$ cat src/hw/gnl_limit_store.sv
/*
  storage of the limit words with a registered read port and all words
  visible in parallel for the comparators.
  assumes the writer only presents writes that are already legal.
*/
module gnl_limit_store #(
  parameter int unsigned W  = 16,
  parameter int unsigned N  = 8,
  parameter int unsigned AW = 3
) (
  // clock and reset
  input  wire logic                clk,
  input  wire logic                arst_n,
  // write port
  input  wire logic                wr_en,
  input  wire logic [AW-1:0]       wr_idx,
  input  wire logic [W-1:0]        wr_data,
  // read port, data one cycle after rd_en
  input  wire logic                rd_en,
  input  wire logic [AW-1:0]       rd_idx,
  output logic      [W-1:0]        rd_data,
  // every word at once
  output logic      [N-1:0][W-1:0] words
);

  logic [N-1:0][W-1:0] words_q;
  logic [W-1:0]        rd_q;

  assign words   = words_q;
  assign rd_data = rd_q;

  // highs reset open at all ones, lows at zero
  always_ff @(posedge clk or negedge arst_n)
  begin
    if (!arst_n)
    begin
      for (int i = 0; i < N; i++)
        words_q[i] <= (i % 2 == 0) ? {W{1'b1}} : {W{1'b0}};
    end
    else if (wr_en)
      words_q[wr_idx] <= wr_data;
  end

  // registered read
  always_ff @(posedge clk or negedge arst_n)
  begin
    if (!arst_n)
      rd_q <= '0;
    else if (rd_en)
      rd_q <= words_q[rd_idx];
  end

endmodule

$ cat config.mk
export PLATFORM = sky130hd
export DESIGN_NAME = gnl_limit_store
export DESIGN_NICKNAME = d
export VERILOG_FILES = /design/src/hw/gnl_limit_store.sv
export SDC_FILE = /design/constraint.sdc
export NUM_CORES = 1
export LEC_CHECK = 0
export ABC_CLOCK_PERIOD_IN_PS = 3100
export BUFFER_PORTS_ARGS = -buffer_cell sky130_fd_sc_hd__buf_2
export CAP_MARGIN = 10
export CORE_MARGIN = 2
export CORE_UTILIZATION = 40
export DETAILED_ROUTE_END_ITERATION = 10
export GPL_TIMING_DRIVEN = 0
export PLACE_DENSITY_LB_ADDON = 0.3
export RECOVER_POWER = 100
export SYNTH_ARGS = -nofsm -noshare
export SYNTH_HDL_FRONTEND = slang
export SYNTH_SLANG_ARGS = --single-unit
$ cat constraint.sdc
create_clock -name clk -period 3.1 [get_ports clk]
set_input_delay 0.155 -clock clk [delete_from_list [all_inputs] [get_ports clk]]
set_output_delay 0.155 -clock clk [all_outputs]
set_load 0.02 [all_outputs]
==> impl_metrics.json <==
{
  "run_status": "finished with violations",
  "failed_checks": "capacitance limit, slew limit",
  "die_h_um": 134,
  "critPathKind": "in -> reg",
  "port_buffers": 162,
  "grt_setup_unrepaired": "false",
  "postCtsResizedCells": 0,
  "synth-edff-count": 0,
  "grt_pass1_wl_um": 30000,
  "fp.dieW_um": 134,
  "async_reset_ff_share_pct": 100,
  "cts_made_buffers": 17,
  "max_cap_viol_count": 2,
  "clkTransAtPathRegs_ps": 60,
  "drt_first_iter_violations": 232,
  "synthesis.area_per_instance_sq_um": 14.5,
  "layout.cell_area.non_filler_sq_mm": 0.00810,
  "synth_top_cells_by_area": "dfrtp_1, dfstp_2, mux2_2, mux2i_1, nor2b_1",
  "insertedDiodeCount": 0,
  "report.final.hold_viol_count": 0,
  "final.setup.tns_ps": 0,
  "die_area_sq_mm": 0.0178,
  "timing.final.max_slew_violations": 70,
  "routed_wirelength_normalized_by_instance_count_um": 22.7,
  "synthesis.nets": 488,
  "path_type_of_the_worst_min_delay_path": "in -> reg",
  "max_freq_mhz": 453,
  "start_kind": "input pin",
  "top_cell_type_by_total_area_after_synthesis": "dfrtp_1",
  "drt.antenna.violating_nets": 0,
  "critical_path.max_fanout": 10,
  "via_count_of_the_first_global_routing_pass": 4940,
  "postSynthRegisterBits": 144,
  "placed_cell_area_sq_mm": 0.00783,
  "post_synth_instance_area_sq_mm": 0.00671,
  "slew_headroom_pct": -6.01,
  "cts_num_sinks": 144,
  "grt_overflow": 0,
  "power_leakage_nw": 3.39,
  "via_per_inst": 5.40,
  "setup_violators_final": 0,
  "layout.cells.most_common_list": "clkbuf_1, mux2_2, dfrtp_1",
  "vdd.ir_drop.worst_v": 0.000413,
  "initial_antenna_violation_count": 0,
  "fin_worst_skew_ps": 5.37,
  "layout-drive-gt1-share_pct": 37.2,
  "track_usage_pct": 22.9,
  "cts_htree_levels": 4,
  "synth_warnings": 0,
  "clkLatencyLatePin_ps": 420,
  "cp_data_arrival_time_ps": 2530,
  "yosys.area.top_type_share_pct": 29.8,
  "num_io_pins": 170,
  "drc": 0,
  "drt_pass1_iterations": 4,
  "wp_data_required_ps": 3420,
  "totalWireLength_um": 20000,
  "tritoncts_clock_tree": "built",
  "coreArea_sq_mm": 0.0165,
  "yosys_most_used_dff": "dfrtp_1",
  "finish.net_count": 671,
  "row_count": 47,
  "synthCells": 462,
  "layout-area-overhead-vs-synth_pct": 20.7,
  "detailroute.via_count": 4742,
  "clk_path_buf_depth": 2,
  "pwr_density_cell_mw_per_mm2": 791,
  "grt_max_degree": 83,
  "dp_hpwl_um": 13800,
  "cts_root_buffer": "clkbuf_16",
  "cp-end-kind": "flop",
  "gpl.final_weighted_congestion": 0.775,
  "min_period_ps": 2210,
  "layout_commonest_cell": "clkbuf_1",
  "fin_crit_sh_pct": 71.3,
  "yosysSeqAreaShare_pct": 54.9,
  "synth.distinct_cells": 25,
  "worst-slew-pin-transition_ps": 1590,
  "start_util_pct": 40.8
}
## sequential cells by signal, indices dropped and copies added (netlist names)
register / cells
words: 128
rd_data: 16
## stage by stage
stage / instances / hold slack [ps] / setup WS, ps / total power [W] / utilization, %
2_1_floorplan: 462 / -141 / 1690 / 0.00388 / -
5_1_grt: 878 / 61.5 / 797 / 0.00670 / 49.2
3_3_place_gp: 844 / 489 / -23.3 / 0.00453 / 47.4
4_1_cts: 878 / 52.5 / 1710 / 0.00659 / 51.1
6_report: 878 / 52.9 / 891 / 0.00640 / 49.2
3_5_place_dp: 845 / 176 / 1260 / 0.00461 / 47.6
## where the power goes
group | switching, W | internal, W
Combinational | 0.00107 | 0.000617
Sequential | 0.000321 | 0.00243
Clock | 0.000783 | 0.00118
## logic make-up (layout without fill, tap and decap cells)
group                  count (synthesis)  count (layout)  synth area share, %
AOI/OAI and AO/OA                     48              48                 6.26
and+or+nand+nor                       61              61                 6.49
muxes                                176             176                 29.2
DFF                                  144             144                 54.9
buffers and inverters                 33             229                 3.19
## worst max-delay path, stage by stage
cell and delay (ps):
clkbuf_1 330, clkbuf_1 590, clkbuf_1 770, mux2i_1 290, nand3_1 100, a41o_1 270
## cell usage after synthesis, types with 3 or more instances
master / number
a211o_1: 16
a22oi_1: 16
a41o_1: 16
buf_2: 14
buf_4: 7
buf_6: 4
clkbuf_1: 6
dfrtp_1: 80
dfstp_2: 64
mux2_2: 118
mux2_4: 10
mux2i_1: 48
nand3_1: 16
nand4b_2: 3
nor2b_1: 33
## final cells by class
| cell class | count | area (sq um) |
|---|---|---|
| buffer | 33 | 190 |
| clock buffer | 23 | 488 |
| clock inverter | 9 | 83.8 |
| fill | 1548 | 8370 |
| multi-input combinational | 285 | 2710 |
| sequential | 144 | 3680 |
| tap | 220 | 275 |
| timing repair buffer | 164 | 668 |
## path summary, 6_finish.rpt
check	startpoint	end	slack, ps	depth (start not counted)
worst max-delay path	rd_idx[0]	rd_data[14]	890	6
worst min-delay path	wr_data[5]	words[21]	50	2
worst max register to register	words[47]	rd_data[15]	1950	3
worst min register to register	words[22]	words[22]	520	1
max in group asynchronous	arst_n	words[3]	1300	3
min in group asynchronous	arst_n	words[24]	670	2
## layer usage
metal  wire length [um]  GRT usage [%]
met5                  0              0
met4                369           6.97
met3               1330           6.81
met2               9590           37.8
met1               8670           29.3
## timing repair
| item | CTS | global route |
|---|---|---|
| endpoints found under the hold margin | 33 | 0 |
| setup buffers | 0 | 0 |
| hold buffers | 1 | 0 |
(Power assumes the default switching activity.)
